**config.mk**
```make
export PLATFORM = sky130hd
export DESIGN_NAME = lss_scan
export DESIGN_NICKNAME = d
export VERILOG_FILES = /design/src/rtl/lss_pkg.sv /design/src/rtl/lss_scan.sv /design/src/rtl/lss_mem.sv
export SDC_FILE = /design/constraint.sdc
export NUM_CORES = 1
export LEC_CHECK = 0
export ABC_AREA = 0
export BUFFER_PORTS_ARGS = -buffer_cell sky130_fd_sc_hd__buf_4
export CAP_MARGIN = 25
export CORE_MARGIN = 10
export CORE_UTILIZATION = 55
export DETAILED_ROUTE_END_ITERATION = 8
export PLACE_DENSITY = 0.86
export SETUP_SLACK_MARGIN = 0.1
export SYNTH_ARGS = -nofsm -noshare
export SYNTH_HDL_FRONTEND = slang
export SYNTH_SLANG_ARGS = --single-unit
```
**constraint.sdc**
```tcl
create_clock -name clk -period 2 [get_ports clk]
set_input_delay 0.4 -clock clk [delete_from_list [all_inputs] [get_ports clk]]
set_output_delay 0.4 -clock clk [all_outputs]
set_load 0.005 [all_outputs]
```
**src/rtl/lss_pkg.sv**
```systemverilog
// Constants for the LCD segment and common scan block.
// Assumes one 25 MHz clock that is also the LCD slot clock, and a
// synchronous active-high reset.
//
// Summary of operation
// RULE_01: One memory byte per segment, ascending addresses.
// RULE_02: Slot n samples bit n of each byte.
// RULE_03: Bit one selects segment, zero deselects it.
// RULE_04: Three-slot mode leaves bit 3 as storage.
// RULE_05: Upper four bits absent, always read zero.
// RULE_06: Pixel on only when common and segment selected.
// RULE_07: Three slots scan three commons, four scan four.
// RULE_08: Undisplayed memory bits are ordinary read/write storage.
// RULE_09: Alternate drive polarity so pixels see no DC.
// RULE_10: Boost bit zero gives 1.5 V, one 1.0 V.
// RULE_11: Static drives all commons alike; three-slot idles fourth.
// RULE_12: One clock per slot, ascending, polarity flips per frame.
`default_nettype none

package lss_pkg;

  // ****************************************************************
  // Memory geometry
  // ****************************************************************
  localparam int unsigned LSS_SEG_COUNT = 24;
  localparam int unsigned LSS_ADDR_W = 5;
  localparam logic [4:0] LSS_LAST_ADDR = 5'h17;
  localparam int unsigned LSS_DATA_BITS = 4;
  localparam logic [3:0] LSS_MEM_RESET = 4'h0;
  localparam logic [7:0] LSS_RDATA_RESET = 8'h00;

  // ****************************************************************
  // Slot sequencing
  // ****************************************************************
  localparam logic [1:0] LSS_SLOT_FIRST = 2'h0;
  localparam logic [1:0] LSS_SLOT_LAST_STATIC = 2'h0;
  localparam logic [1:0] LSS_SLOT_LAST_THREE = 2'h2;
  localparam logic [1:0] LSS_SLOT_LAST_FOUR = 2'h3;

  // ****************************************************************
  // Drive level codes, highest rail first
  // ****************************************************************
  localparam logic [1:0] LSS_LVL_TOP = 2'h3;
  localparam logic [1:0] LSS_LVL_TWO_THIRDS = 2'h2;
  localparam logic [1:0] LSS_LVL_ONE_THIRD = 2'h1;
  localparam logic [1:0] LSS_LVL_VSS = 2'h0;

  // Reference level select: zero is the 1.5 V set, one the 1.0 V set.
  localparam logic LSS_REF_HIGH_SET = 1'b0;

endpackage : lss_pkg

`default_nettype wire

```
**src/rtl/lss_scan.sv**
```systemverilog
// Top of the LCD scan block: slot sequencer, polarity, and drive encoders.
// Assumes clk is the LCD slot clock and CPU inputs come from the same domain.
// Common and segment drive outputs are 2-bit rail codes for an external analog switch matrix.
`default_nettype none

module lss_scan
  import lss_pkg::*;
(
  input wire logic clk,
  input wire logic sys_rst,
  input wire logic [4:0] cpu_addr,
  input wire logic [7:0] cpu_wdata,
  input wire logic cpu_we,
  input wire logic cpu_re,
  output logic [7:0] cpu_rdata,
  input wire logic display_on,
  input wire logic four_slot,
  input wire logic static_mode,
  input wire logic lcd_boost_ctrl,
  output logic ref_drive_level,
  output logic [1:0] common_drive_0,
  output logic [1:0] common_drive_1,
  output logic [1:0] common_drive_2,
  output logic [1:0] common_drive_3,
  output logic [23:0][1:0] segment_out
);

  logic [1:0] slot_q;
  logic [1:0] slot_d;
  logic pol_q;
  logic pol_d;
  logic [1:0] slot_p_q;
  logic [1:0] slot_p_d;
  logic pol_p_q;
  logic pol_p_d;
  logic [1:0] last_slot;
  logic [23:0] col;
  logic [3:0][1:0] com_q;
  logic [3:0][1:0] com_d;
  logic [23:0][1:0] seg_q;
  logic [23:0][1:0] seg_d;
  logic ref_q;
  logic ref_d;

  lss_mem u_mem (
    .clk(clk),
    .sys_rst(sys_rst),
    .wr_en(cpu_we),
    .rd_en(cpu_re),
    .addr(cpu_addr),
    .wdata(cpu_wdata[3:0]),
    .rdata(cpu_rdata),
    .col_sel(slot_q),
    .col(col)
  );

  // ****************************************************************
  // Slot sequencer and frame polarity
  // ****************************************************************
  always_comb begin
    if (static_mode) begin
      last_slot = LSS_SLOT_LAST_STATIC;
    end else if (four_slot) begin
      last_slot = LSS_SLOT_LAST_FOUR; // see RULE_07
    end else begin
      last_slot = LSS_SLOT_LAST_THREE; // see RULE_07 see RULE_04
    end
    if (slot_q >= last_slot) begin
      slot_d = LSS_SLOT_FIRST; // see RULE_12
      pol_d = ~pol_q; // see RULE_09 see RULE_12
    end else begin
      slot_d = slot_q + 2'h1; // see RULE_12
      pol_d = pol_q;
    end
    slot_p_d = slot_q;
    pol_p_d = pol_q;
    ref_d = lcd_boost_ctrl; // see RULE_10
  end

  always_ff @(posedge clk) begin
    if (sys_rst) begin
      slot_q <= LSS_SLOT_FIRST;
      pol_q <= 1'b0;
      slot_p_q <= LSS_SLOT_FIRST;
      pol_p_q <= 1'b0;
      ref_q <= LSS_REF_HIGH_SET;
    end else begin
      slot_q <= slot_d;
      pol_q <= pol_d;
      slot_p_q <= slot_p_d;
      pol_p_q <= pol_p_d;
      ref_q <= ref_d;
    end
  end

  // ****************************************************************
  // Drive encoders
  // ****************************************************************
  // Selected common and selected segment sit on opposite outer rails;
  // every other pairing with a scanned common differs by one third of the drive voltage.
  always_comb begin
    for (int c = 0; c < 4; c++) begin
      if (!display_on) begin
        com_d[c] = LSS_LVL_VSS;
      end else if (static_mode || slot_p_q == c[1:0]) begin
        com_d[c] = pol_p_q ? LSS_LVL_VSS : LSS_LVL_TOP; // see RULE_11 see RULE_09
      end else begin
        com_d[c] = pol_p_q ? LSS_LVL_TWO_THIRDS : LSS_LVL_ONE_THIRD;
      end
    end
    if (display_on && !static_mode && !four_slot) begin
      com_d[3] = LSS_LVL_VSS; // see RULE_11
    end
    for (int s = 0; s < LSS_SEG_COUNT; s++) begin
      if (!display_on) begin
        seg_d[s] = LSS_LVL_VSS;
      end else if (col[s]) begin
        seg_d[s] = pol_p_q ? LSS_LVL_TOP : LSS_LVL_VSS; // see RULE_03 see RULE_06
      end else begin
        seg_d[s] = pol_p_q ? LSS_LVL_ONE_THIRD : LSS_LVL_TWO_THIRDS; // see RULE_03 see RULE_06
      end
    end
  end

  always_ff @(posedge clk) begin
    if (sys_rst) begin
      com_q <= '0;
      seg_q <= '0;
    end else begin
      com_q <= com_d;
      seg_q <= seg_d;
    end
  end

  assign common_drive_0 = com_q[0];
  assign common_drive_1 = com_q[1];
  assign common_drive_2 = com_q[2];
  assign common_drive_3 = com_q[3];
  assign segment_out = seg_q;
  assign ref_drive_level = ref_q;

  // ****************************************************************
  // Checks
  // ****************************************************************
  property p_slot_wrap;
    @(posedge clk) disable iff (sys_rst)
      (slot_q == LSS_SLOT_LAST_FOUR) |=> (slot_q == LSS_SLOT_FIRST);
  endproperty
  a_slot_wrap: assert property (p_slot_wrap) else $error("slot did not wrap"); // see RULE_12

  property p_three_slot;
    @(posedge clk) disable iff (sys_rst)
      (!four_slot && !static_mode) [*2] |-> (slot_q <= LSS_SLOT_LAST_THREE);
  endproperty
  a_three_slot: assert property (p_three_slot) else $error("slot 3 in three-slot"); // see RULE_07

  property p_pixel_on;
    @(posedge clk) disable iff (sys_rst)
      (display_on && !static_mode && slot_p_q == 2'h0 && col[0])
        |=> ((common_drive_0 == LSS_LVL_TOP && segment_out[0] == LSS_LVL_VSS) ||
          (common_drive_0 == LSS_LVL_VSS && segment_out[0] == LSS_LVL_TOP));
  endproperty
  a_pixel_on: assert property (p_pixel_on) else $error("on pixel not full drive"); // see RULE_06

  property p_pixel_off;
    @(posedge clk) disable iff (sys_rst)
      (display_on && !col[0]) |=> (segment_out[0] == LSS_LVL_TWO_THIRDS ||
        segment_out[0] == LSS_LVL_ONE_THIRD);
  endproperty
  a_pixel_off: assert property (p_pixel_off) else $error("deselect level wrong"); // see RULE_03

  property p_upper_zero;
    @(posedge clk) disable iff (sys_rst)
      cpu_re |=> (cpu_rdata[7:4] == 4'h0);
  endproperty
  a_upper_zero: assert property (p_upper_zero) else $error("upper bits not zero"); // see RULE_05

  property p_write_read;
    @(posedge clk) disable iff (sys_rst)
      (cpu_we && cpu_addr <= LSS_LAST_ADDR) ##1
        (cpu_re && !cpu_we && cpu_addr == $past(cpu_addr))
        |=> (cpu_rdata[3:0] == $past(cpu_wdata[3:0], 2));
  endproperty
  a_write_read: assert property (p_write_read) else $error("stored data lost"); // see RULE_08

  property p_pol_flip;
    @(posedge clk) disable iff (sys_rst)
      (slot_q == LSS_SLOT_FIRST) ##1 (slot_q == LSS_SLOT_FIRST) |-> (pol_q != $past(pol_q));
  endproperty
  a_pol_flip: assert property (p_pol_flip) else $error("polarity did not flip"); // see RULE_09

  property p_ref_level;
    @(posedge clk) disable iff (sys_rst)
      1'b1 |=> (ref_drive_level == $past(lcd_boost_ctrl));
  endproperty
  a_ref_level: assert property (p_ref_level) else $error("reference level wrong"); // see RULE_10

  property p_static_same;
    @(posedge clk) disable iff (sys_rst)
      static_mode |=> (common_drive_0 == common_drive_3 && common_drive_1 == common_drive_2 &&
        common_drive_0 == common_drive_1);
  endproperty
  a_static_same: assert property (p_static_same) else $error("static commons differ"); // see RULE_11

endmodule : lss_scan

`default_nettype wire

```
**src/rtl/lss_mem.sv**
```systemverilog
// Display data memory: 24 words of four bits.
// Assumes a single clock; the CPU port and the scan port are both registered.
`default_nettype none

module lss_mem
  import lss_pkg::*;
(
  input wire logic clk,
  input wire logic sys_rst,
  input wire logic wr_en,
  input wire logic rd_en,
  input wire logic [4:0] addr,
  input wire logic [3:0] wdata,
  output logic [7:0] rdata,
  input wire logic [1:0] col_sel,
  output logic [23:0] col
);

  logic [3:0] mem_q [LSS_SEG_COUNT];
  logic [3:0] mem_d [LSS_SEG_COUNT];
  logic [7:0] rdata_q;
  logic [7:0] rdata_d;
  logic [23:0] col_q;
  logic [23:0] col_d;

  // ****************************************************************
  // Storage and read paths
  // ****************************************************************
  always_comb begin
    mem_d = mem_q;
    rdata_d = rdata_q;
    if (wr_en && addr <= LSS_LAST_ADDR) begin
      mem_d[addr] = wdata; // see RULE_08
    end
    if (rd_en) begin
      if (addr <= LSS_LAST_ADDR) begin
        rdata_d = {4'h0, mem_q[addr]}; // see RULE_05
      end else begin
        rdata_d = LSS_RDATA_RESET;
      end
    end
    for (int i = 0; i < LSS_SEG_COUNT; i++) begin
      col_d[i] = mem_q[i][col_sel]; // see RULE_01 see RULE_02
    end
  end

  always_ff @(posedge clk) begin
    if (sys_rst) begin
      for (int i = 0; i < LSS_SEG_COUNT; i++) begin
        mem_q[i] <= LSS_MEM_RESET;
      end
      rdata_q <= LSS_RDATA_RESET;
      col_q <= '0;
    end else begin
      mem_q <= mem_d;
      rdata_q <= rdata_d;
      col_q <= col_d;
    end
  end

  assign rdata = rdata_q;
  assign col = col_q;

endmodule : lss_mem

`default_nettype wire

```
==> results.md <==
Floorplan:
- The total I/O pin count is 86.
- The die area is 0.0186 sq mm.
- The floorplan core area is 0.0132 sq mm.
- The die outline height is 136 um.
- The overall die width is 136 um.
- The starting density of the core is 0.561.
- The number of standard-cell rows in the floorplan is 42.

Yosys:
- The number of enable flip-flop cells after synthesis is 0.
- The count of unique library cells instantiated by Yosys is 45.
- The post-synthesis cell area is 0.00743 sq mm.
- The register bit count reported by yosys is 162.
- The synthesized area divided by synthesized cell count is 10.5 sq um.
- The most instantiated flip-flop cell in the synthesis netlist is dfxtp_1.
- In the synthesized netlist the async set-or-reset flop fraction comes to 0.
- The fraction of the yosys area taken by sequential cells is 0.436.
- The number of warnings issued by yosys is 0.
- The number of instances in the synthesized netlist is 711.

Worst setup path:
- The worst setup path is launched from a flop.
- The slowest stage cell on the critical path is dfxtp_2.
- The top fanout value on the critical path is 24.
- The critical path endpoint category is a primary output.
- The critical path's largest stage delay is 560 ps.
- For the worst setup path, the data arrival time is 1170 ps.
- The reg-to-reg critical path startpoint is slot_p_d[0].
- Together, buffers and inverters on the worst path number 1.
- The flop-to-flop setup slack is 530 ps.
- The class of the most critical setup path is reg2out.
- The worst path required time is 1600 ps.
- The count of cells along the worst register-to-register path is 3.
- The critical path starts at segment_out[0].
- The signal on the critical path passes through buf_4.
- On the critical path the largest part of the delay comes from flip-flops.
- The endpoint of the lowest-slack register-to-register path is u_mem.col[0].

Routing:
- The total via count after detailed routing is 5,410.
- The post-detailed-routing wire length is 17.4 mm.
- The remaining antenna violation count is 0.
- After detailed routing, the number of remaining DRC violations is 0.
- After detailed routing, the average wire length per cell comes to 18.5 um.
- For this run, the detailed router's first-pass iteration total came to 5.
- The starting DRC count in detailed routing is 527.
- Dividing the detail-routed via count by the number of cells gives 5.77.

Pwr:
- Dividing total power by cell area gives a power density of 859 mW/mm^2.
- The design draws 7.41 mW.
- For this design the static power due to leakage is 3.98 nW.
- The maximum vdd ir drop is 0.000639 V.

Outcome:
- The run finished with clean final reports.

STA:
- For the final database, setup skew stands at 6.62 ps.
- Dividing the final minimum period by the clock period gives 0.784.
- The maximum clock rate is 0.637 GHz.
- Across all hold checks on the routed design, the worst slack comes to 197 ps.
- Summed over all failing endpoints, the final setup total negative slack is 0 ps.
- The hold violation count in the final report is 0.
- Setup violations remaining at the end of the flow were counted as 0.
- The final critical path time including I/O delays and setup is 1570 ps.
- The worst pin sits at a relative slew slack of 0.590.
- The transition time at the pin with the least slew margin is 615 ps.
- The slack of the critical path is 431 ps.
- The max-slew violation count was 0.
- Setup repair after global routing left no endpoint under its margin.

Clock tree:
- At the later pin of the worst-skew pair, clock insertion delay measures 420 ps.
- In this run the number of H-tree levels came out at 4.
- The library cell used as clock root buffer is clkbuf_16.
- The post-CTS setup-driven buffer insertion count is 0.
- For this design, the sink count on the clock tree is 162.
- TritonCTS built the clock tree.
- The number of clock buffers added by TritonCTS is 17.
- The deepest clock path buffer count is 2.
- The post-CTS clock slew at the launch and capture registers of the worst setup and hold paths is 60 ps.

Placed design:
- After detailed placement, the total cell area comes to 0.00801 sq mm.
- The post-place setup slack is 51.8 ps.
- The cell count after placement is 906.
- The congestion estimate from routability-driven global placement came to 0.898.
- The half-perimeter wire length after placement is 12.3 mm.
- The number of port buffers is 77.

Global route:
- The layer carrying the most global-route usage is met2.
- The total global-route track usage is 0.190.
- The met1 track utilization from global routing is 0.221.
- The number of antenna violations at the first check in global routing is 0.
- The met3 global-route usage is 0.0601.
- For met2 alone, demand over resource in global routing was 0.318.
- The pin count of the biggest net entering global routing is 65.
- The via count of the first global-routing pass is 5,459.
- The first global-routing pass estimated 27.9 mm of wire.
- The residual overflow from global routing is 0.

Final layout:
- Leaving out filler cells and counting taps, the final layout contains 938.
- Leaving out fill and tap cells, the most frequent cells in the layout are dfxtp_1 (160), mux2i_1 (139), nor2_1 (134).
- The area growth from synthesis to layout is 16.1%.
- The library cell used most frequently in the layout, excluding fill and tap cells, is dfxtp_1.
- After routing the design area is 0.00863 sq mm.
- The final-layout fill cell count is 1,021.
- At the end of the flow the core is filled with cells to 0.652.
- Of the cells placed in the final design, the portion with a size suffix greater than 1 is 0.226.
- For this run, the post-layout net count is 772.
- The antenna cell count is 0.

Min path:
- The worst min-delay path startpoint is four_slot.
- The path with the worst hold slack has its endpoint at common_drive_3[0].
- The number of stages on the worst hold path is 2.
- The path type of the worst min-delay path is in2reg.

Run:
- Across the run, the number of max-cap violations was 0.
==> what timing repair did <==
action | in CTS | in global routing
resized for setup | 0 | 1
hold buffers | 0 | 0
endpoints found under the setup margin | 0 | 24
==> sequential cells by signal, summed over array words and instances (netlist names), 2 cells and up <==
register and flops:
slot_p_d 2, segment_out 25, common_drive_3 2, slot_p_q 2, u_mem.rdata 4, u_mem.mem_q 96
common_drive_0 2, u_mem.col 24
==> synthesized netlist by cell type (4+ instances only) <==
master | count | area (sq um)
mux2i_1 | 139 | 1390
nor2_1 | 134 | 503
a31oi_1 | 4 | 25.0
buf_2 | 14 | 70.1
xnor2_1 | 5 | 43.8
buf_6 | 4 | 45.0
mux4_2 | 26 | 586
nand4b_1 | 7 | 61.3
nor2b_1 | 28 | 175
xor2_1 | 24 | 210
o21ai_0 | 4 | 20.0
inv_1 | 9 | 33.8
dfxtp_1 | 162 | 3240
a21oi_1 | 6 | 30.0
o22ai_1 | 18 | 113
buf_4 | 32 | 240
nand4_1 | 12 | 75.1
clkbuf_1 | 36 | 135
==> where the power goes <==
part	switching (mW)	internal [mW]
clock	1.28	2.07
sequential	0.0503	3.30
combinational	0.378	0.324
total	1.71	5.70
==> per-layer routing <==
metal | wire length (um) | vias up
met5 | 0 | -
met4 | 329 | 0
met3 | 1540 | 27
met2 | 8370 | 202
met1 | 7120 | 2660
li1 | - | 2521
==> logic make-up after synthesis <==
logic type               share of synthesized area
flip-flops                                   0.436
AND/OR/NAND/NOR                              0.149
other                                     0.000505
multiplexers                                 0.268
adder cells (fa/ha/maj)                    0.00337
buffers and inverters                       0.0710
AO/OA/AOI/OAI                               0.0379
XOR/XNOR                                    0.0342
==> final cells by class <==
type	instances	area, sq um	area share
tap	176	220	0.0255
inverter	9	33.8	0.00391
clock buffer	21	470	0.0545
clock inverter	11	154	0.0178
timing repair buffer	103	836	0.0968
multi-input combinational	456	3670	0.425
sequential	162	3250	0.376
==> how the worst max path moves through the flow <==
| stage | endpoint | slack, ps | cells after the start |
|---|---|---|---|
| 2_1_floorplan | pol_p_d | 200 | 8 |
| 3_3_place_gp | u_mem.mem_q[47] | 100 | 7 |
| 3_5_place_dp | u_mem.mem_q[61] | 50 | 5 |
| 4_1_cts | segment_out[4] | 150 | 1 |
| 5_1_grt | segment_out[22] | 340 | 1 |
| 6_report | segment_out[4] | 430 | 1 |
Power figures use the tool's default switching activity.
